<file path="src/rsoc_cfg.svh">
// Purpose: constants of the RTC housekeeping block
// Assumes: 25 MHz system clock, APB word addressing
// Notes:   register index times four is the byte address
`ifndef RSOC_CFG_SVH
`define RSOC_CFG_SVH
// ----------------------------------------
// Register indices
// ----------------------------------------
`define RSOC_IX_HALT 5'h01
`define RSOC_IX_CENT 5'h06
`define RSOC_IX_CTRL 5'h08
`define RSOC_IX_WDOG 5'h09
`define RSOC_IX_ALM1 5'h0A
`define RSOC_IX_OSC_FAIL_IRQ_EN 5'h0B
`define RSOC_IX_HTF  5'h0C
`define RSOC_IX_RPT1 5'h0D
`define RSOC_IX_ALM2 5'h0E
`define RSOC_IX_FLAG 5'h0F
`define RSOC_IX_TVAL 5'h10
`define RSOC_IX_TCTL 5'h11
`define RSOC_IX_ACAL 5'h12
`define RSOC_IX_SQW  5'h13
// ----------------------------------------
// Field positions
// ----------------------------------------
`define RSOC_B_TOP   7
`define RSOC_B_FT    6
`define RSOC_B_SQ_OUT_EN  6
`define RSOC_B_HT    6
`define RSOC_B_BL    4
`define RSOC_B_TF    3
`define RSOC_B_OF    2
`define RSOC_B_OTP   3
`define RSOC_B_TIE   5
`define RSOC_F_RATE  7:4
`define RSOC_F_CENT  7:6
`define RSOC_F_TRIG  6:0
`define RSOC_F_YLO   1:0
// ----------------------------------------
// Reset values and codes
// ----------------------------------------
`define RSOC_RST_CTRL 8'h80
`define RSOC_RST_ALM1 8'h40
`define RSOC_RST_SQW  8'h10
`define RSOC_RST_TCTL 8'h03
`define RSOC_RATE_OFF 4'h0
`define RSOC_RATE_OSC 4'h1
`define RSOC_CENT_LEAP 2'h0
`define RSOC_Y_ZERO   7'h00
`define RSOC_Y_LO0    2'h0
// ----------------------------------------
// Timing
// ----------------------------------------
`define RSOC_CLK_MHZ  25
`define RSOC_TRIM_US  4000
`define RSOC_BATT_S   86400
`define RSOC_DIV_W    15
`endif

</file>
<file path="src/rsoc_pkg.sv">
// Purpose: types of the RTC housekeeping block
// Assumes: nothing
// Notes:   constants live in rsoc_cfg.svh
package rsoc_pkg;
    typedef logic [7:0] rsoc_byte_t;
    typedef logic [4:0] rsoc_idx_t;
    typedef enum logic [1:0] {TRIM_IDLE, TRIM_WAIT, TRIM_DONE} rsoc_trim_e;
endpackage

</file>
<file path="src/rsoc_status_ctrl.sv">
// Purpose: square wave, battery check, century, shared pin, osc fail,
//          power-on defaults and factory trim of a serial RTC
// Assumes: APB slave, one wait state; analog pins are synchronised
// Notes:   reset_n is the power-on reset; vccOk rise is a later power-up
// Operation
// - Rate field picks square-wave frequency
// - Square wave only while enable set
// - No square wave on battery
// - Battery check at power-up, daily
// - Low battery sets flag bit
// - Flag holds until a good check
// - Checks only with main supply
// - Two-bit century counter, 00 is leap
// - Leap years by 4, 100, 400
// - Unconfigured shared pin follows output bit
// - Timer value write keeps countdown flag
// - Oscillator stop sets fail flag
// - Fail flag with enable drives pin
// - Fail flag clears only by writing 0
// - Fail recorded even while powered down
// - Initial power-up clears and sets controls
// - Initial power-up flags and timer defaults
// - Later power-up clears few, sets HT flag, keeps rest
// - Trim select loads factory trim, read-only
// - Trim select low: plain storage
// - Trim load waits about 4 ms
// - Flags read clears countdown flag
`timescale 1ns/1ps
`include "rsoc_cfg.svh"
`default_nettype none
module rsoc_status_ctrl #(
    parameter int BATT_PERIOD_S = `RSOC_BATT_S,
    parameter int TRIM_CYCLES   = `RSOC_TRIM_US * `RSOC_CLK_MHZ
) (
    input  wire logic               clk,          // 25 MHz
    input  wire logic               reset_n,      // power-on reset
    input  wire logic [7:0]         paddr,        // byte address
    input  wire logic               psel,         // select
    input  wire logic               penable,      // access phase
    input  wire logic               pwrite,       // write
    input  wire logic [31:0]        pwdata,       // write data
    input  wire logic [3:0]         pstrb,        // byte strobes
    output logic [31:0]             prdata,       // read data
    output logic                    pready,       // ready
    output logic                    pslverr,      // unmapped
    input  wire logic               oscClkPin,    // 32.768 kHz
    input  wire logic               vccOkPin,     // main supply good
    input  wire logic               battLowPin,   // battery comparator
    input  wire logic               oscRunPin,    // osc detector
    input  wire logic               countdownDone, // timer end pulse
    input  wire logic               alarm1Hit,    // alarm 1 level
    input  wire logic               wdogExpired,  // watchdog level
    input  wire logic               centuryTick,  // year 99 to 00
    input  wire logic [6:0]         yearBin,      // year 0..99
    input  wire rsoc_pkg::rsoc_byte_t factoryTrim, // trim value
    output logic                    sqWavePin,    // square wave
    output logic                    sharedIrqOut, // pin level
    output logic                    sharedIrqOe,  // pin pulled low
    output logic                    leapYear,     // current year leap
    output logic                    oscHalt,      // halt oscillator
    output logic                    freqTestEn,   // freq test
    output logic                    countdownRunEn // timer enable
);
    import rsoc_pkg::*;
    // ----------------------------------------
    // Reset and pin synchronisers
    // ----------------------------------------
    logic [1:0] rstSync_q;
    logic       rstN;
    always_ff @(posedge clk or negedge reset_n) begin
        if (!reset_n) rstSync_q <= '0;
        else rstSync_q <= {rstSync_q[0], 1'b1};
    end
    assign rstN = rstSync_q[1];
    logic [3:0] pinMeta_q, pinSync_q;
    always_ff @(posedge clk or negedge rstN) begin
        if (!rstN) begin
            pinMeta_q <= '0;
            pinSync_q <= '0;
        end else begin
            pinMeta_q <= {oscRunPin, battLowPin, vccOkPin, oscClkPin};
            pinSync_q <= pinMeta_q;
        end
    end
    logic oscS, vccS, battLowS, oscRunS;
    assign {oscRunS, battLowS, vccS, oscS} = pinSync_q;
    logic oscPrev_q, vccPrev_q, started_q;
    always_ff @(posedge clk or negedge rstN) begin
        if (!rstN) begin
            oscPrev_q <= 1'b0;
            vccPrev_q <= 1'b0;
            started_q <= 1'b0;
        end else begin
            oscPrev_q <= oscS;
            vccPrev_q <= vccS;
            started_q <= 1'b1;
        end
    end
    logic oscRise, vccRise, firstCyc;
    assign oscRise  = oscS & ~oscPrev_q;
    assign vccRise  = vccS & ~vccPrev_q;
    assign firstCyc = ~started_q;
    // ----------------------------------------
    // APB slave
    // ----------------------------------------
    rsoc_idx_t idx;
    logic rdy_q, apbAcc, wrEn, rdDone;
    assign idx    = paddr[6:2];
    assign apbAcc = psel & penable;
    assign wrEn   = apbAcc & rdy_q & pwrite & pstrb[0];
    assign rdDone = apbAcc & rdy_q & ~pwrite;
    assign pready = rdy_q;
    always_ff @(posedge clk or negedge rstN) begin
        if (!rstN) rdy_q <= 1'b0;
        else rdy_q <= apbAcc & ~rdy_q;
    end
    logic [7:0] wb;
    assign wb = pwdata[7:0];
    function automatic logic wr(input rsoc_idx_t ix);
        wr = wrEn && (idx == ix);
    endfunction
    // ----------------------------------------
    // Control registers
    // ----------------------------------------
    rsoc_byte_t ctrl_q, wdog_q, alm1_q, rpt1_q, alm2_q, tval_q, tctl_q, sqw_q;
    logic [1:0] cent_q;
    logic       osc_fail_irq_en_q;
    always_ff @(posedge clk or negedge rstN) begin
        if (!rstN) begin
            ctrl_q  <= `RSOC_RST_CTRL;
            alm1_q  <= `RSOC_RST_ALM1;
            oscHalt <= 1'b0;
            osc_fail_irq_en_q  <= 1'b0;
        end else begin
            if (wr(`RSOC_IX_CTRL)) ctrl_q <= wb;
            else if (vccRise) ctrl_q[`RSOC_B_FT] <= 1'b0;
            if (wr(`RSOC_IX_ALM1)) alm1_q <= wb;
            if (wr(`RSOC_IX_HALT)) oscHalt <= wb[`RSOC_B_TOP];
            if (wr(`RSOC_IX_OSC_FAIL_IRQ_EN)) osc_fail_irq_en_q <= wb[`RSOC_B_TOP];
        end
    end
    always_ff @(posedge clk or negedge rstN) begin
        if (!rstN) begin
            wdog_q <= '0;
            rpt1_q <= '0;
            alm2_q <= '0;
            tval_q <= '0;
            tctl_q <= `RSOC_RST_TCTL;
            sqw_q  <= `RSOC_RST_SQW;
        end else begin
            if (wr(`RSOC_IX_WDOG)) wdog_q <= wb;
            else if (vccRise) wdog_q <= '0;
            if (wr(`RSOC_IX_TCTL)) tctl_q <= wb;
            else if (vccRise) tctl_q[`RSOC_B_TOP] <= 1'b0;
            if (wr(`RSOC_IX_RPT1)) rpt1_q <= wb;
            if (wr(`RSOC_IX_ALM2)) alm2_q <= wb;
            if (wr(`RSOC_IX_TVAL)) tval_q <= wb;
            if (wr(`RSOC_IX_SQW)) sqw_q <= wb;
        end
    end
    assign freqTestEn     = ctrl_q[`RSOC_B_FT];
    assign countdownRunEn = tctl_q[`RSOC_B_TOP];
    // ----------------------------------------
    // Century and leap year
    // ----------------------------------------
    // binary century count
    always_ff @(posedge clk or negedge rstN) begin
        if (!rstN) cent_q <= '0;
        else if (centuryTick) cent_q <= cent_q + 2'h1;
        else if (wr(`RSOC_IX_CENT)) cent_q <= wb[`RSOC_F_CENT];
    end
    // year 00 is leap only in century 00
    always_ff @(posedge clk or negedge rstN) begin
        if (!rstN) leapYear <= 1'b0;
        else leapYear <= (yearBin[`RSOC_F_YLO] == `RSOC_Y_LO0) &&
            ((yearBin != `RSOC_Y_ZERO) || (cent_q == `RSOC_CENT_LEAP));
    end
    // ----------------------------------------
    // Oscillator divider and square wave
    // ----------------------------------------
    logic [`RSOC_DIV_W-1:0] div_q;
    // binary ripple of osc edges, 50 percent duty
    always_ff @(posedge clk or negedge rstN) begin
        if (!rstN) div_q <= '0;
        else if (oscRise) div_q <= div_q + 1'b1;
    end
    logic secTick, sqSel;
    assign secTick = oscRise & (&div_q);
    logic [3:0] rate;
    assign rate = sqw_q[`RSOC_F_RATE];
    // code 1 is the raw osc, code n is osc over 2^n
    always_comb begin
        sqSel = 1'b0;
        if (rate == `RSOC_RATE_OSC) sqSel = oscS;
        else if (rate != `RSOC_RATE_OFF) sqSel = div_q[rate - 4'h1];
    end
    // gated by enable and main supply
    always_ff @(posedge clk or negedge rstN) begin
        if (!rstN) sqWavePin <= 1'b0;
        else sqWavePin <= sqSel & alm1_q[`RSOC_B_SQ_OUT_EN] & vccS;
    end
    // ----------------------------------------
    // Battery monitor
    // ----------------------------------------
    logic [16:0] secCnt_q;
    logic battLow_q, battCheck;
    // at power-up and each period, main supply only
    assign battCheck = vccS & (firstCyc | vccRise |
        (secTick & (secCnt_q == 17'(BATT_PERIOD_S - 1))));
    always_ff @(posedge clk or negedge rstN) begin
        if (!rstN) secCnt_q <= '0;
        else if (!vccS || battCheck) secCnt_q <= '0;
        else if (secTick) secCnt_q <= secCnt_q + 17'h1;
    end
    // flag follows only the latest check
    always_ff @(posedge clk or negedge rstN) begin
        if (!rstN) battLow_q <= 1'b0;
        else if (battCheck) battLow_q <= battLowS;
    end
    // ----------------------------------------
    // Flags: osc fail, countdown, halt update
    // ----------------------------------------
    logic oscFail_q, cdFlag_q, htf_q, oscStopped;
    assign oscStopped = ~oscRunS | oscHalt;
    // set wins, clear by writing 0
    always_ff @(posedge clk or negedge rstN) begin
        if (!rstN) oscFail_q <= 1'b1;
        else if (oscStopped) oscFail_q <= 1'b1;
        else if (wr(`RSOC_IX_FLAG) && !wb[`RSOC_B_OF]) oscFail_q <= 1'b0;
    end
    // only a flags read clears it
    always_ff @(posedge clk or negedge rstN) begin
        if (!rstN) cdFlag_q <= 1'b0;
        else if (countdownDone) cdFlag_q <= 1'b1;
        else if (rdDone && idx == `RSOC_IX_FLAG) cdFlag_q <= 1'b0;
    end
    always_ff @(posedge clk or negedge rstN) begin
        if (!rstN) htf_q <= 1'b1;
        else if (vccRise) htf_q <= 1'b1;
        else if (wr(`RSOC_IX_HTF)) htf_q <= wb[`RSOC_B_HT];
    end
    // ----------------------------------------
    // Shared open-drain pin
    // ----------------------------------------
    logic irqCfg, irqAct;
    assign irqCfg = osc_fail_irq_en_q | alm1_q[`RSOC_B_TOP] | (|wdog_q);
    // fail irq released only via enable or flag
    assign irqAct = (osc_fail_irq_en_q & oscFail_q) | (alm1_q[`RSOC_B_TOP] & alarm1Hit)
        | ((|wdog_q) & wdogExpired) | (tctl_q[`RSOC_B_TIE] & cdFlag_q);
    always_ff @(posedge clk or negedge rstN) begin
        if (!rstN) sharedIrqOe <= 1'b0;
        else sharedIrqOe <= irqAct | (~irqCfg & ~ctrl_q[`RSOC_B_TOP]);
    end
    assign sharedIrqOut = 1'b0;
    // ----------------------------------------
    // Analog trim register
    // ----------------------------------------
    rsoc_trim_e trim_q;
    logic [16:0] trimCnt_q;
    rsoc_byte_t acal_q;
    logic trimSel;
    assign trimSel = sqw_q[`RSOC_B_OTP];
    always_ff @(posedge clk or negedge rstN) begin
        if (!rstN) begin
            trim_q    <= TRIM_IDLE;
            trimCnt_q <= '0;
        end else begin
            unique case (trim_q)
                TRIM_IDLE: begin
                    trimCnt_q <= '0;
                    if (trimSel) trim_q <= TRIM_WAIT;
                end
                TRIM_WAIT: begin
                    trimCnt_q <= trimCnt_q + 17'h1;
                    if (!trimSel) trim_q <= TRIM_IDLE;
                    else if (trimCnt_q == 17'(TRIM_CYCLES - 1)) trim_q <= TRIM_DONE;
                end
                TRIM_DONE: if (!trimSel) trim_q <= TRIM_IDLE;
            endcase
        end
    end
    // trim copy, user writes only when deselected
    always_ff @(posedge clk or negedge rstN) begin
        if (!rstN) acal_q <= '0;
        else if (trim_q == TRIM_WAIT && trimCnt_q == 17'(TRIM_CYCLES - 1))
            acal_q <= factoryTrim;
        else if (!trimSel && wr(`RSOC_IX_ACAL)) acal_q <= wb;
    end
    // ----------------------------------------
    // Read data
    // ----------------------------------------
    rsoc_byte_t rd;
    logic hit;
    always_comb begin
        rd  = '0;
        hit = 1'b1;
        unique case (idx)
            `RSOC_IX_HALT: rd = {oscHalt, 7'h00};
            `RSOC_IX_CENT: rd = {cent_q, 6'h00};
            `RSOC_IX_CTRL: rd = ctrl_q;
            `RSOC_IX_WDOG: rd = wdog_q;
            `RSOC_IX_ALM1: rd = alm1_q;
            `RSOC_IX_OSC_FAIL_IRQ_EN: rd = {osc_fail_irq_en_q, 7'h00};
            `RSOC_IX_HTF:  rd = {1'b0, htf_q, 6'h00};
            `RSOC_IX_RPT1: rd = rpt1_q;
            `RSOC_IX_ALM2: rd = alm2_q;
            `RSOC_IX_FLAG: rd = {3'h0, battLow_q, cdFlag_q, oscFail_q, 2'h0};
            `RSOC_IX_TVAL: rd = tval_q;
            `RSOC_IX_TCTL: rd = tctl_q;
            `RSOC_IX_ACAL: rd = acal_q;
            `RSOC_IX_SQW:  rd = sqw_q;
            default: hit = 1'b0;
        endcase
    end
    always_ff @(posedge clk or negedge rstN) begin
        if (!rstN) begin
            prdata  <= '0;
            pslverr <= 1'b0;
        end else if (apbAcc && !rdy_q) begin
            prdata  <= {24'h000000, rd};
            pslverr <= ~hit | (paddr[7] | (|paddr[1:0]));
        end
    end
    // ----------------------------------------
    // Checks
    // ----------------------------------------
    sq_supply_a: assert property (@(posedge clk) disable iff (!rstN)
        !vccS |=> !sqWavePin) else $error("square wave on battery");
    sq_enable_a: assert property (@(posedge clk) disable iff (!rstN)
        (!alm1_q[`RSOC_B_SQ_OUT_EN] || rate == `RSOC_RATE_OFF) |=> !sqWavePin) else $error("square wave while disabled");
    osc_set_a: assert property (@(posedge clk) disable iff (!rstN)
        oscStopped |=> oscFail_q) else $error("osc stop not flagged");
    osc_hold_a: assert property (@(posedge clk) disable iff (!rstN)
        oscFail_q && !(wr(`RSOC_IX_FLAG) && !wb[`RSOC_B_OF]) |=> oscFail_q) else $error("osc fail flag lost");
    osc_irq_a: assert property (@(posedge clk) disable iff (!rstN)
        osc_fail_irq_en_q && oscFail_q |=> sharedIrqOe) else $error("osc fail irq missing");
    pin_level_a: assert property (@(posedge clk) disable iff (!rstN)
        !irqCfg && !irqAct |=> sharedIrqOe == !$past(ctrl_q[`RSOC_B_TOP]))
        else $error("pin does not follow output bit");
    cd_readclr_a: assert property (@(posedge clk) disable iff (!rstN)
        rdDone && idx == `RSOC_IX_FLAG && !countdownDone |=> !cdFlag_q)
        else $error("countdown flag not cleared by read");
    cd_keep_a: assert property (@(posedge clk) disable iff (!rstN)
        cdFlag_q && !rdDone |=> cdFlag_q) else $error("countdown flag dropped");
    batt_hold_a: assert property (@(posedge clk) disable iff (!rstN)
        !battCheck |=> battLow_q == $past(battLow_q)) else $error("battery flag moved");
    cent_step_a: assert property (@(posedge clk) disable iff (!rstN)
        centuryTick |=> cent_q == $past(cent_q) + 2'h1) else $error("century step wrong");
    acal_user_a: assert property (@(posedge clk) disable iff (!rstN)
        !trimSel && wr(`RSOC_IX_ACAL) && trim_q != TRIM_WAIT |=> acal_q == $past(wb))
        else $error("calibration write lost");
    acal_ro_a: assert property (@(posedge clk) disable iff (!rstN)
        trim_q == TRIM_DONE && trimSel |=> $stable(acal_q)) else $error("trim register written");
endmodule
`default_nettype wire

</file>
<file path="config.mk">
export PLATFORM = sky130hd
export DESIGN_NAME = rsoc_status_ctrl
export DESIGN_NICKNAME = d
export VERILOG_FILES = /design/src/rsoc_pkg.sv /design/src/rsoc_status_ctrl.sv
export VERILOG_INCLUDE_DIRS = /design/src
export SDC_FILE = /design/constraint.sdc
export NUM_CORES = 1
export LEC_CHECK = 0
export BUFFER_PORTS_ARGS = -buffer_cell sky130_fd_sc_hd__buf_4
export CAP_MARGIN = 25
export CORE_ASPECT_RATIO = 1.4
export CORE_UTILIZATION = 58
export DETAILED_ROUTE_END_ITERATION = 16
export PLACE_DENSITY = 0.8
export SYNTH_ARGS = -nofsm -noshare
export SYNTH_HDL_FRONTEND = slang
export SYNTH_SLANG_ARGS = --single-unit
</file>
<file path="constraint.sdc">
create_clock -name clk -period 6.6 [get_ports clk]
set_clock_uncertainty 0.05 [all_clocks]
set_input_delay 1.98 -clock clk [delete_from_list [all_inputs] [get_ports clk]]
set_output_delay 1.98 -clock clk [all_outputs]
set_load 0.02 [all_outputs]
</file>
=== Word-level counts from Yosys, hierarchy flattened ===
Cells that the tools add are included.

* $add $sub $neg: 5
* Order comparisons: 1
* Equal/unequal tests: 22
* Muxes and demuxes: 29
* Bitwise gates (word level): 38
* Reduce and logical (&&, ||, !) cells: 46

{| class="wikitable"
|+ Operators by type and width
! operator !! number
|-
| 8-bit case mux with 14 select lines || 1
|-
| 5-bit by 4-bit equality test with 1-bit output, second input constant || 8
|-
| 17-bit by 1-bit adder with 17-bit output, second input constant || 2
|-
| 17-bit equality test, second input constant || 2
|-
| 17-bit two-way mux || 2
|-
| 17-bit case mux with 2 select lines || 1
|-
| 8-bit two-way mux || 4
|-
| 5-bit equality test, second input constant || 4
|-
| 1-bit logical AND || 20
|-
| 2-bit nonzero test || 10
|-
| 1-bit AND || 18
|-
| 15-bit by 1-bit adder with 15-bit output, second input constant || 1
|-
| 15-bit AND reduction || 1
|-
| 14-bit OR reduction || 1
|-
| 1-bit two-way mux || 13
|-
| 2-bit two-way mux || 6
|-
| 1-bit OR || 11
|-
| 1-bit inverter || 9
|-
| 8-bit OR reduction || 1
|-
| 7-bit nonzero test || 1
|-
| 2-bit logical NOT || 3
|-
| 2-bit case mux with 3 select lines || 1
|-
| 5-bit by 1-bit equality test with 1-bit output, second input constant || 1
|-
| 5-bit by 3-bit equality test with 1-bit output, second input constant || 1
|-
| 14 further kinds || 19
|}

* Register bits after elaboration: 157
* Output and inout bits: 41
* Logic and storage cells: 175

=== Logic depth before layout (Yosys ltp) ===
Gate-level depths: netlist of the first run.

* Depth in word-level cells: 8
* Depth in mapped cells: 9

=== Worst setup path after synthesis of the first run ===
OpenSTA, ideal clock, no wires.

* Path kind: input-to-reg
* Start point: input port paddr[3]
* End point: register alm1_q[0]
* Arrival: 3.377 ns
* Slack: 3.049 ns
* Stages on the path: 8
* Cell sequence: buf_2 > nor2b_1 > buf_2 > and2_1 > clkbuf_1 > nor2b_1 > buf_2 > mux2_2

* Longest elaborated chain between the ends: 2

{| class="wikitable"
|+ Ends and longest elaborated chain
! what !! line !! source
|-
| start: declaration || rsoc_status_ctrl.sv:37 || <nowiki>input wire logic [7:0] paddr,</nowiki>
|-
| 5-bit by 4-bit equality test with 1-bit output || rsoc_status_ctrl.sv:120 || <nowiki>wr = wrEn && (idx == ix);</nowiki>
|-
| 1-bit logical AND || rsoc_status_ctrl.sv:120 ||
|-
| end signal: assignment || rsoc_status_ctrl.sv:131 || <nowiki>alm1_q <= `RSOC_RST_ALM1;</nowiki>
|-
| end signal: assignment || rsoc_status_ctrl.sv:137 || <nowiki>if (wr(`RSOC_IX_ALM1)) alm1_q <= wb;</nowiki>
|-
| end: declaration || rsoc_status_ctrl.sv:125 || <nowiki>rsoc_byte_t ctrl_q, wdog_q, alm1_q, rpt1_q, alm2_q, tval_q, tctl_q, sqw_q;</nowiki>
|}

No other way between the ends.
A chain may end at the register's enable or synchronous reset.

=== Final worst setup path of the first run ===
* Start point: input port paddr[3]
* End point: register alm1_q[3]

The elaborated chain is that of the path after synthesis.

==> metrics.txt, run 1 <==
Netlist Area Pre-Place 7860 sq um; Wirelength per Cell 18.8 um; Die W 100 um; Post-CTS Setup Bufs 0; Total Routing Usage GR 27.5%; maximum vdd drop 248 uV; crit path launch type primary input; RSZ-0062 raised after global routing false; Clock Latency Late Sink 0.43 ns; placer congestion estimate 0.886; IO Count 113; ys flop type dfrtp_1; Mapped Avg Cell Area 10.7 sq um; # setup viols final 0; WP data arrival 4.47 ns; Cell Pwr Density 265 nW/um^2; via count 5,987; H-tree depth 4; TritonCTS clock tree built; crit path time final 4.21 ns; min-delay worst type reg2reg; Setup TNS Final 0 ns; fill count 1,012; CTS sink cnt 157; Max clock buf depth 2; pin count of the biggest net entering global routing 89; Die ar. 14,000 sq um; Clk pin slew, worst setup/hold paths 0.06 ns; met2 WL 9410 um; first-pass GRT wire length 29,400 um; initial drt markers 522; Port Buffers 60; Crit path required time 6.86 ns; vias per cell 6.17; nets@finish 858; CP Max Fanout 17; Placed Cells 938; Area Overhead vs Synth 13.8%; max_cap viols 0; total CTS buffers 17; Pleak 4.10 nW; core box area 13,300 sq um; M1 WL 7270 um; share of cells above drive strength 1 18.9%; Final Routed Wirelength 18,200 um; Seq cells post-synth 157; YS warnings 0; Finished Layout Cells 971; Post-DRT Antenna Nets 0; final hold vios 0; Post-synth EDFFs 0; slew at the pin closest to its max-slew limit 0.975 ns; ANT cells 0; DRC 0; Initial Util 59.0%; status finished, final reports clean; height of the die 140 um; clock root buffer clkbuf_16; antenna violations before repair 0; routed wl met3 995 um; Crit. End Element flop; final cycle utilization of the critical path 63.8%; Seq/Total Area, Yosys 50.1%; DRT Pass-1 Iters 5; highest metal used met4; Detailed Place HPWL 12,500 um; Max Freq 237 MHz; Hold-fix buffers, CTS 0; grt ovf 0; Final Max Slew Viols 0; WS Path Type in2reg; # rows 50; post-synthesis cell count 732; vias in the first global route 5,932; synth unique cells 77; asr flop ratio synth 100%; normalized max-slew margin 34.9%; CTS resizes 0
==> state kept, by name, summed over array words and instances (netlist names), 4 cells and up <==
| name | count |
|---|---|
| secCnt_q | 17 |
| sqw_q | 8 |
| pinMeta_q | 4 |
| wdog_q | 8 |
| alm2_q | 8 |
| ctrl_q | 8 |
| div_q | 15 |
| rpt1_q | 8 |
| trimCnt_q | 17 |
| acal_q | 8 |
| tctl_q | 8 |
| prdata | 8 |
| alm1_q | 8 |
| pinSync_q | 4 |
| tval_q | 8 |
==> final timing paths <==
kind,startpoint,end,slack (ns),cells after the start
max reg2reg,trim_q[1]$_DFFE_PN0P_,acal_q[2]$_DFFE_PN0P_,3.96,6
min,pinMeta_q[1]$_DFF_PN0_,pinSync_q[1]$_DFF_PN0_,0.29,0
max in group asynchronous,rstSync_q[1]$_DFF_PN0_,htf_q$_DFFE_PN1P_,4.84,2
min in group asynchronous,rstSync_q[1]$_DFF_PN0_,pinMeta_q[0]$_DFF_PN0_,0.40,0
min reg2reg,pinMeta_q[1]$_DFF_PN0_,pinSync_q[1]$_DFF_PN0_,0.29,0
max,paddr[3],alm1_q[3]$_DFFE_PN0P_,2.39,5
==> placed cells by master, fill, tap and decap left out, types with 20 or more instances in the layout <==
cell / n
a21oi_1: 27
buf_4: 63
conb_1: 27
dfrtp_1: 149
mux2_1: 28
mux2_2: 30
mux2i_1: 20
nand2_1: 61
nand3_1: 31
nand4_1: 20
nor2_1: 33
o21ai_0: 42
==> cells by family (layout without fill, tap and decap cells) <==
| group | after synthesis | after routing | synth area share [%] |
|---|---|---|---|
| mux | 81 | 81 | 11.7 |
| xor+xnor | 22 | 22 | 2.45 |
| flops | 157 | 157 | 50.1 |
| buf+inv | 76 | 108 | 5.17 |
| simple gates | 237 | 237 | 16.8 |
| compound gates | 147 | 147 | 12.0 |
| fa+ha+maj | 10 | 10 | 1.59 |
| other cells | 2 | 27 | 0.0956 |
==> worst max-delay path: stages <==
cell and delay, ns:
buf_4 0.22, nor2b_1 0.61, and2_1 0.43, nor2b_1 0.81, mux2_2 0.42
==> through the flow <==
stage	utilization (%)	setup slack [ns]	power, mW	area, sq um	hold slack [ns]
5_1_grt	67.1	2.31	2.47	8940	0.304
6_report	67.1	2.39	2.37	8940	0.295
3_3_place_gp	62.3	2.08	1.35	8300	0.284
4_1_cts	66.9	2.49	2.39	8920	0.296
3_5_place_dp	62.3	2.02	1.37	8300	0.286
2_1_floorplan	-	1.86	1.28	7950	0.281
==> routing by layer <==
layer  track usage (%)  vias up
li1                  -     2713
met4              12.7        0
met2              45.8      223
met1              32.8     3008
met5                 0        -
met3              7.43       43
==> area by class of cell <==
type	count	area, sq um	share of cell area, %
inverters	12	45.0	0.504
clock inverters	12	170	1.90
multi-input cells	524	3610	40.4
flip-flops and latches	157	3940	44.1
clock buffers	20	447	4.99
well taps	182	228	2.55
repair buffers	64	500	5.60
==> cell usage after synthesis, types with 12 or more instances <==
cell,number,share of area (%)
buf_4,25,2.4
dfrtp_1,150,48
mux2i_1,20,2.5
o21ai_1,12,0.76
nand4_1,20,1.6
a21oi_1,27,1.7
buf_2,16,1.0
clkbuf_1,20,0.96
mux2_1,28,4.0
nor2_1,33,1.6
mux2_2,30,4.3
and2_1,13,1.0
nand2_1,61,2.9
xor2_1,12,1.3
nand3_1,31,2.0
o21ai_0,42,2.7
==> where the power goes <==
group          internal (mW)  total (mW)  switching [mW]
combinational          0.108       0.277           0.170
sequential              1.01        1.07          0.0599
clock                  0.640        1.02           0.383
(Power assumes the default switching activity.)
==> inputs of run 2 (changes only) <==
- clock period: 6.6 -> 4.4 ns (I/O delays scaled with it)
==> run 2 against run 1 <==
Effect of this change: worst setup slack worse by 1.2 ns; first-iteration DRC count decreased by 25%; clock-buffer cell count grew 6; register-to-register slack worse by 2.3 ns; sequential power rose by 50%; critical path depth up 1; core utilization rose by 0.19 points; wire length rose by 1.4%; die area stayed put; clock power grew 39%; sequential share of layout area fell by 0.12 points; critical endpoint is now alm1_q[5]$_DFFE_PN0P_.
==> metrics.txt, run 2 (synthesis results as in run 1) <==
Crit path required time 4.66 ns (was 6.86 ns); Worst Slack Setup Final 1.19 ns (was 2.39 ns); status finished, final reports clean (unchanged); r2r worst-path depth 6 (unchanged); Max Freq 312 MHz; RR Endpoint acal_q[6]$_DFFE_PN0P_ (was acal_q[2]$_DFFE_PN0P_); Total Routing Usage GR 28.4% (was 27.5%); initial drt markers 391 (was 522); Clk pin slew, worst setup/hold paths 0.06 ns (about the same); final cycle utilization of the critical path 72.9%; Post-CTS Setup Bufs 0 (unchanged); crit path time final 3.21 ns; total CTS buffers 17 (unchanged); Core Util, Final 67.3% (was 67.1%); normalized max-slew margin 45.4% (was 34.9%); Setup TNS Final 0 ns (unchanged); # rows 50 (unchanged); Stages on worst setup path 6 (was 5); Finished Layout Cells 979 (was 971); H-tree depth 4 (unchanged); crit path launch type primary input (unchanged); Slowest cell on crit path nor2b_1 (unchanged); Die ar. 14,000 sq um (unchanged); share of cells above drive strength 1 19.6% (was 18.9%); CP endpoint alm1_q[5]$_DFFE_PN0P_ (was alm1_q[3]$_DFFE_PN0P_); Tot Pwr 3.45 mW (was 2.37 mW); Final Cell Area 8970 sq um (was 8940 sq um); antenna violations before repair 0 (unchanged); core box area 13,300 sq um (unchanged); most frequent cells in the layout dfrtp_1 (149), buf_4 (72), nand2_1 (61), o21ai_0 (42), nor2_1 (33) (was dfrtp_1 (149), buf_4 (63), nand2_1 (61), o21ai_0 (42), nor2_1 (33)); DRT Pass-1 Iters 6 (was 5); Crit path max-delay family simple AND/OR/NAND/NOR gates (unchanged); Area Overhead vs Synth 14.1% (was 13.8%); Crit. End Element flop (unchanged); via count 6,046 (was 5,987); Wirelength per Cell 18.9 um (was 18.8 um); Port Buffers 60 (unchanged); register area 3940 sq um (unchanged); placer congestion estimate 0.864 (was 0.886); Cell Pwr Density 385 nW/um^2 (was 265 nW/um^2); placed cell area 8370 sq um (was 8300 sq um); Pleak 4.12 nW (was 4.10 nW); Critical path buffers and inverters 2 (was 1); fill count 1,006 (was 1,012); Final Max Slew Viols 0 (unchanged); WS Path Type in2reg (unchanged); footprint of the multi-input gates 3610 sq um (unchanged); CP max stage delay 0.57 ns (was 0.81 ns); vias per cell 6.18 (was 6.17); top flop regs secCnt_q x17, trimCnt_q x17, div_q x15 (unchanged); Critical R2R Launch trim_q[1]$_DFFE_PN0P_ (unchanged); IO Count 113 (unchanged); Detailed Place HPWL 12,700 um (was 12,500 um); Initial Util 59.0% (unchanged); Clock Latency Late Sink 0.43 ns (about the same); max_cap viols 0 (unchanged); final hold vios 0 (unchanged); CP Max Fanout 17 (unchanged); ANT cells 0 (unchanged); Worst R2R Setup Slack 1.61 ns (was 3.96 ns); Post-DRT Antenna Nets 0 (unchanged); hold slack 0.131 ns (was 0.295 ns); first-pass GRT wire length 30,500 um (was 29,400 um); maximum vdd drop 243 uV (was 248 uV); slew at the pin closest to its max-slew limit 0.819 ns (was 0.975 ns); height of the die 140 um (unchanged); Die W 100 um (unchanged); pre-CTS setup slack 0.870 ns (was 2.02 ns); pin count of the biggest net entering global routing 85 (was 89); min-delay worst type reg2async (was reg2reg); # setup viols final 0 (unchanged); RSZ-0062 raised after global routing false (unchanged); crit path cell chain buf_4 -> nor2b_1 -> and2_1 -> nor2b_1 -> buf_4 -> mux2_2 (was buf_4 -> nor2b_1 -> and2_1 -> nor2b_1 -> mux2_2); nets@finish 867 (was 858); TritonCTS clock tree built (unchanged); most common cell after layout, fill and taps aside dfrtp_1 (unchanged); vias in the first global route 6,199 (was 5,932); Worst Setup SP paddr[3] (unchanged); Max clock buf depth 2 (unchanged); CTS resizes 0 (unchanged); Final Routed Wirelength 18,500 um (was 18,200 um); Placed Cells 947 (was 938); Hold-fix buffers, CTS 0 (unchanged); clock root buffer clkbuf_16 (unchanged); grt ovf 0 (unchanged); DRC 0 (unchanged); CTS sink cnt 157 (unchanged); WP data arrival 3.47 ns (was 4.47 ns)
[run 2: cell types whose count changed in the layout (fill, tap and decap cells not counted)]
cell        delta
bufinv_16      -3
buf_4          +9
clkinv_2       -3
clkinvlp_4     +1
clkinv_4       -2
clkbuf_8       +5
clkbuf_1       +1
[run 2: worst min path at each step]
| stage | endpoint | from | cells past startpoint | slack, ns |
|---|---|---|---|---|
| after floorplan | rstSync_q[1]$_DFF_PN0_ | rstSync_q[0]$_DFF_PN0_ | 0 | 0.28 |
| after global placement | pinSync_q[0]$_DFF_PN0_ | pinMeta_q[0]$_DFF_PN0_ | 0 | 0.29 |
| after detailed placement | pinSync_q[2]$_DFF_PN0_ | pinMeta_q[2]$_DFF_PN0_ | 0 | 0.29 |
| after CTS | pinSync_q[0]$_DFF_PN0_ | pinMeta_q[0]$_DFF_PN0_ | 0 | 0.30 |
| after global routing | div_q[7]$_DFFE_PN0P_ | rstSync_q[1]$_DFF_PN0_ | 0 | 0.16 |
| final | div_q[7]$_DFFE_PN0P_ | rstSync_q[1]$_DFF_PN0_ | 0 | 0.13 |
[run 2: area by class of cell]
| class | instances | share of cell area [%] |
|---|---|---|
| clock buffers | 26 | 5.79 |
| clock inverters | 5 | 0.614 |
| inverters | 12 | 0.502 |
| multi-input cells | 524 | 40.3 |
| flip-flops and latches | 157 | 43.9 |
| well taps | 182 | 2.54 |
| repair buffers | 73 | 6.33 |
[run 2: where the power goes]
group | switching [mW] | internal [mW] | total [mW]
clock network | 0.554 | 0.863 | 1.42
logic | 0.268 | 0.164 | 0.432
registers | 0.0813 | 1.52 | 1.60
total | 0.903 | 2.55 | 3.45
[run 2: worst reg2reg max path: stages, from the launching register on]
cell	delay [ns]
dfrtp_1	0.41
inv_1	0.11
ha_1	0.57
clkinv_1	0.60
or2_1	0.60
nor2_1	0.21
a21oi_1	0.08
[run 2: routing by layer]
layer,vias up,share of wire (%),track usage (%)
met5,-,0,0
met4,0,2.6,12.4
met3,42,5.7,6.88
met2,225,52,48.1
met1,3051,40,34.1
li1,2728,-,-
==> inputs of run 3 (changes only) <==
- CORE_UTILIZATION: 58 -> 52
- PLACE_DENSITY: 0.8 -> 0.75
- clock period: 4.4 -> 2.9 ns (I/O delays scaled with it)
==> run 3 against run 2 <==
Effect of this change: power is 59% higher; via count is 2.3% higher; flip-flop and latch count stayed put; clock power is 65% higher; global-route usage is 2.6 points lower; worst setup slack worse by 0.64 ns; largest cell class unchanged; sequential share of layout area is 0.90 points lower.
==> metrics.txt, run 3 (synthesis results as in run 1) <==
total CTS buffers 17 (unchanged); Final Routed Wirelength 19,200 um (was 18,500 um); Total Routing Usage GR 25.8% (was 28.4%); placer congestion estimate 0.876 (was 0.864); crit path launch type flop (was primary input); max_cap viols 0 (unchanged); grt ovf 0 (unchanged); vias per cell 6.17 (was 6.18); height of the die 147 um (was 140 um); status finished, final reports clean (unchanged); Post-DRT Antenna Nets 0 (unchanged); hold slack 0.151 ns (was 0.131 ns); most common cell after layout, fill and taps aside dfrtp_1 (unchanged); Slowest cell on crit path dfstp_2 (was nor2b_1); Max Freq 426 MHz; normalized max-slew margin 51.4% (was 45.4%); clock root buffer clkbuf_16 (unchanged); CP Max Fanout 8 (was 17); most frequent cells in the layout dfrtp_1 (149), buf_4 (85), nand2_1 (61), o21ai_0 (42), nor2_1 (33) (was dfrtp_1 (149), buf_4 (72), nand2_1 (61), o21ai_0 (42), nor2_1 (33)); DRC 0 (unchanged); Die ar. 15,600 sq um (was 14,000 sq um); Initial Util 53.7% (was 59.0%); DRT Pass-1 Iters 6 (unchanged); Finished Layout Cells 1,002 (was 979); Max clock buf depth 2 (unchanged); RSZ-0062 raised after global routing false (unchanged); Final Max Slew Viols 0 (unchanged); Post-CTS Setup Bufs 0 (unchanged); Hold-fix buffers, CTS 0 (unchanged); Crit. End Element flop (unchanged); crit path time final 2.35 ns; slew at the pin closest to its max-slew limit 0.727 ns (was 0.819 ns); Clock Latency Late Sink 0.44 ns (was 0.43 ns); Port Buffers 60 (unchanged); fill count 1,144 (was 1,006); # setup viols final 0 (unchanged); first-pass GRT wire length 31,200 um (was 30,500 um); top flop regs secCnt_q x17, trimCnt_q x17, div_q x15 (unchanged); final cycle utilization of the critical path 81.0%; WS Path Type reg2reg (was in2reg); Clk pin slew, worst setup/hold paths 0.06 ns (about the same); Critical path buffers and inverters 1 (was 2); # rows 52 (was 50); Detailed Place HPWL 13,500 um (was 12,700 um); Die W 106 um (was 100 um); nets@finish 882 (was 867); IO Count 113 (unchanged); min-delay worst type in2async (was reg2async); Setup TNS Final 0 ns (unchanged); placed cell area 8530 sq um (was 8370 sq um); via count 6,184 (was 6,046); CP max stage delay 0.64 ns (was 0.57 ns); TritonCTS clock tree built (unchanged); Crit path max-delay family flip-flops (was simple AND/OR/NAND/NOR gates); Cell Pwr Density 598 nW/um^2 (was 385 nW/um^2); Placed Cells 970 (was 947); Final Cell Area 9160 sq um (was 8970 sq um); vias in the first global route 6,152 (was 6,199); Pleak 4.22 nW (was 4.12 nW); crit path cell chain inv_2 -> ha_1 -> xor2_1 -> mux2_2 -> a211o_1 -> a31oi_1 -> o21ai_1 (was buf_4 -> nor2b_1 -> and2_1 -> nor2b_1 -> buf_4 -> mux2_2); Crit path required time 3.16 ns (was 4.66 ns); Area Overhead vs Synth 16.5% (was 14.1%); core box area 14,600 sq um (was 13,300 sq um); CTS resizes 0 (unchanged); ANT cells 0 (unchanged); share of cells above drive strength 1 21.5% (was 19.6%); pin count of the biggest net entering global routing 62 (was 85); initial drt markers 476 (was 391); final hold vios 0 (unchanged); Wirelength per Cell 19.1 um (was 18.9 um); antenna violations before repair 0 (unchanged); WP data arrival 2.61 ns (was 3.47 ns); CTS sink cnt 157 (unchanged); maximum vdd drop 431 uV (was 243 uV); Tot Pwr 5.47 mW (was 3.45 mW); H-tree depth 4 (unchanged)
[run 3: cell types whose count changed in the layout (fill, tap and decap cells not counted), moves of 2 or more]
cell and change:
clkbuf_8 -5, clkinv_4 +2, buf_4 +13, buf_12 +3
clkbuf_1 -3, inv_8 +2, bufinv_16 +2, inv_6 +3
[run 3: metal layers]
layer / part of all wire, % / global-route usage, % / up-vias
met1: 39 / 30.3 / 3096
li1: - / - / 2761
met3: 6.0 / 6.26 / 62
met2: 52 / 44.2 / 265
met5: 0 / 0 / -
met4: 3.3 / 12.5 / 0
[run 3: report_power, final]
part,leakage [nW],internal (mW),switching (mW)
clock network,0.297,1.40,0.949
logic,1.85,0.268,0.419
registers,2.07,2.31,0.136
[run 3: worst register-to-register path, delay by kind of cell (launching register included)]
family / cells / cell delay [ns]
muxes: 1 / 0.38
adders and majority gates: 1 / 0.21
buffers and inverters: 1 / 0.09
AOI/OAI and AO/OA: 3 / 0.56
xor gates and xnor gates: 1 / 0.31
DFF: 1 / 0.64
[run 3: per-stage QoR]
| step | utilization, % | setup slack [ns] |
|---|---|---|
| 2_1_floorplan | - | 0.256 |
| 3_3_place_gp | 58.3 | 0.235 |
| 3_5_place_dp | 58.3 | 0.205 |
| 4_1_cts | 62.6 | 0.564 |
| 5_1_grt | 62.6 | 0.453 |
| 6_report | 62.6 | 0.552 |
[run 3: worst paths after layout]
| kind | startpoint | end | slack [ns] | cells after the start |
|---|---|---|---|---|
| max in group asynchronous | rstSync_q[1]$_DFF_PN0_ | htf_q$_DFFE_PN1P_ | 1.74 | 1 |
| min in group clk | pinMeta_q[0]$_DFF_PN0_ | pinSync_q[0]$_DFF_PN0_ | 0.29 | 0 |
| worst max register to register | sqw_q[4]$_DFFE_PN1P_ | sqWavePin$_DFF_PN0_ | 0.55 | 7 |
| worst max-delay path | sqw_q[4]$_DFFE_PN1P_ | sqWavePin$_DFF_PN0_ | 0.55 | 7 |
| worst min-delay path | reset_n | rstSync_q[1]$_DFF_PN0_ | 0.15 | 1 |
| worst min register to register | rstSync_q[1]$_DFF_PN0_ | trimCnt_q[2]$_DFFE_PN0P_ | 0.28 | 0 |
[run 3: layout make-up]
class | count | area [sq um] | share of cell area [%]
Timing Repair Buffer | 88 | 698 | 7.62
Tap cell | 189 | 236 | 2.58
Sequential cell | 157 | 3940 | 43.0
Inverter | 12 | 45.0 | 0.492
Clock buffer | 18 | 439 | 4.80
Multi-Input combinational cell | 524 | 3610 | 39.5
Clock inverter | 14 | 184 | 2.01
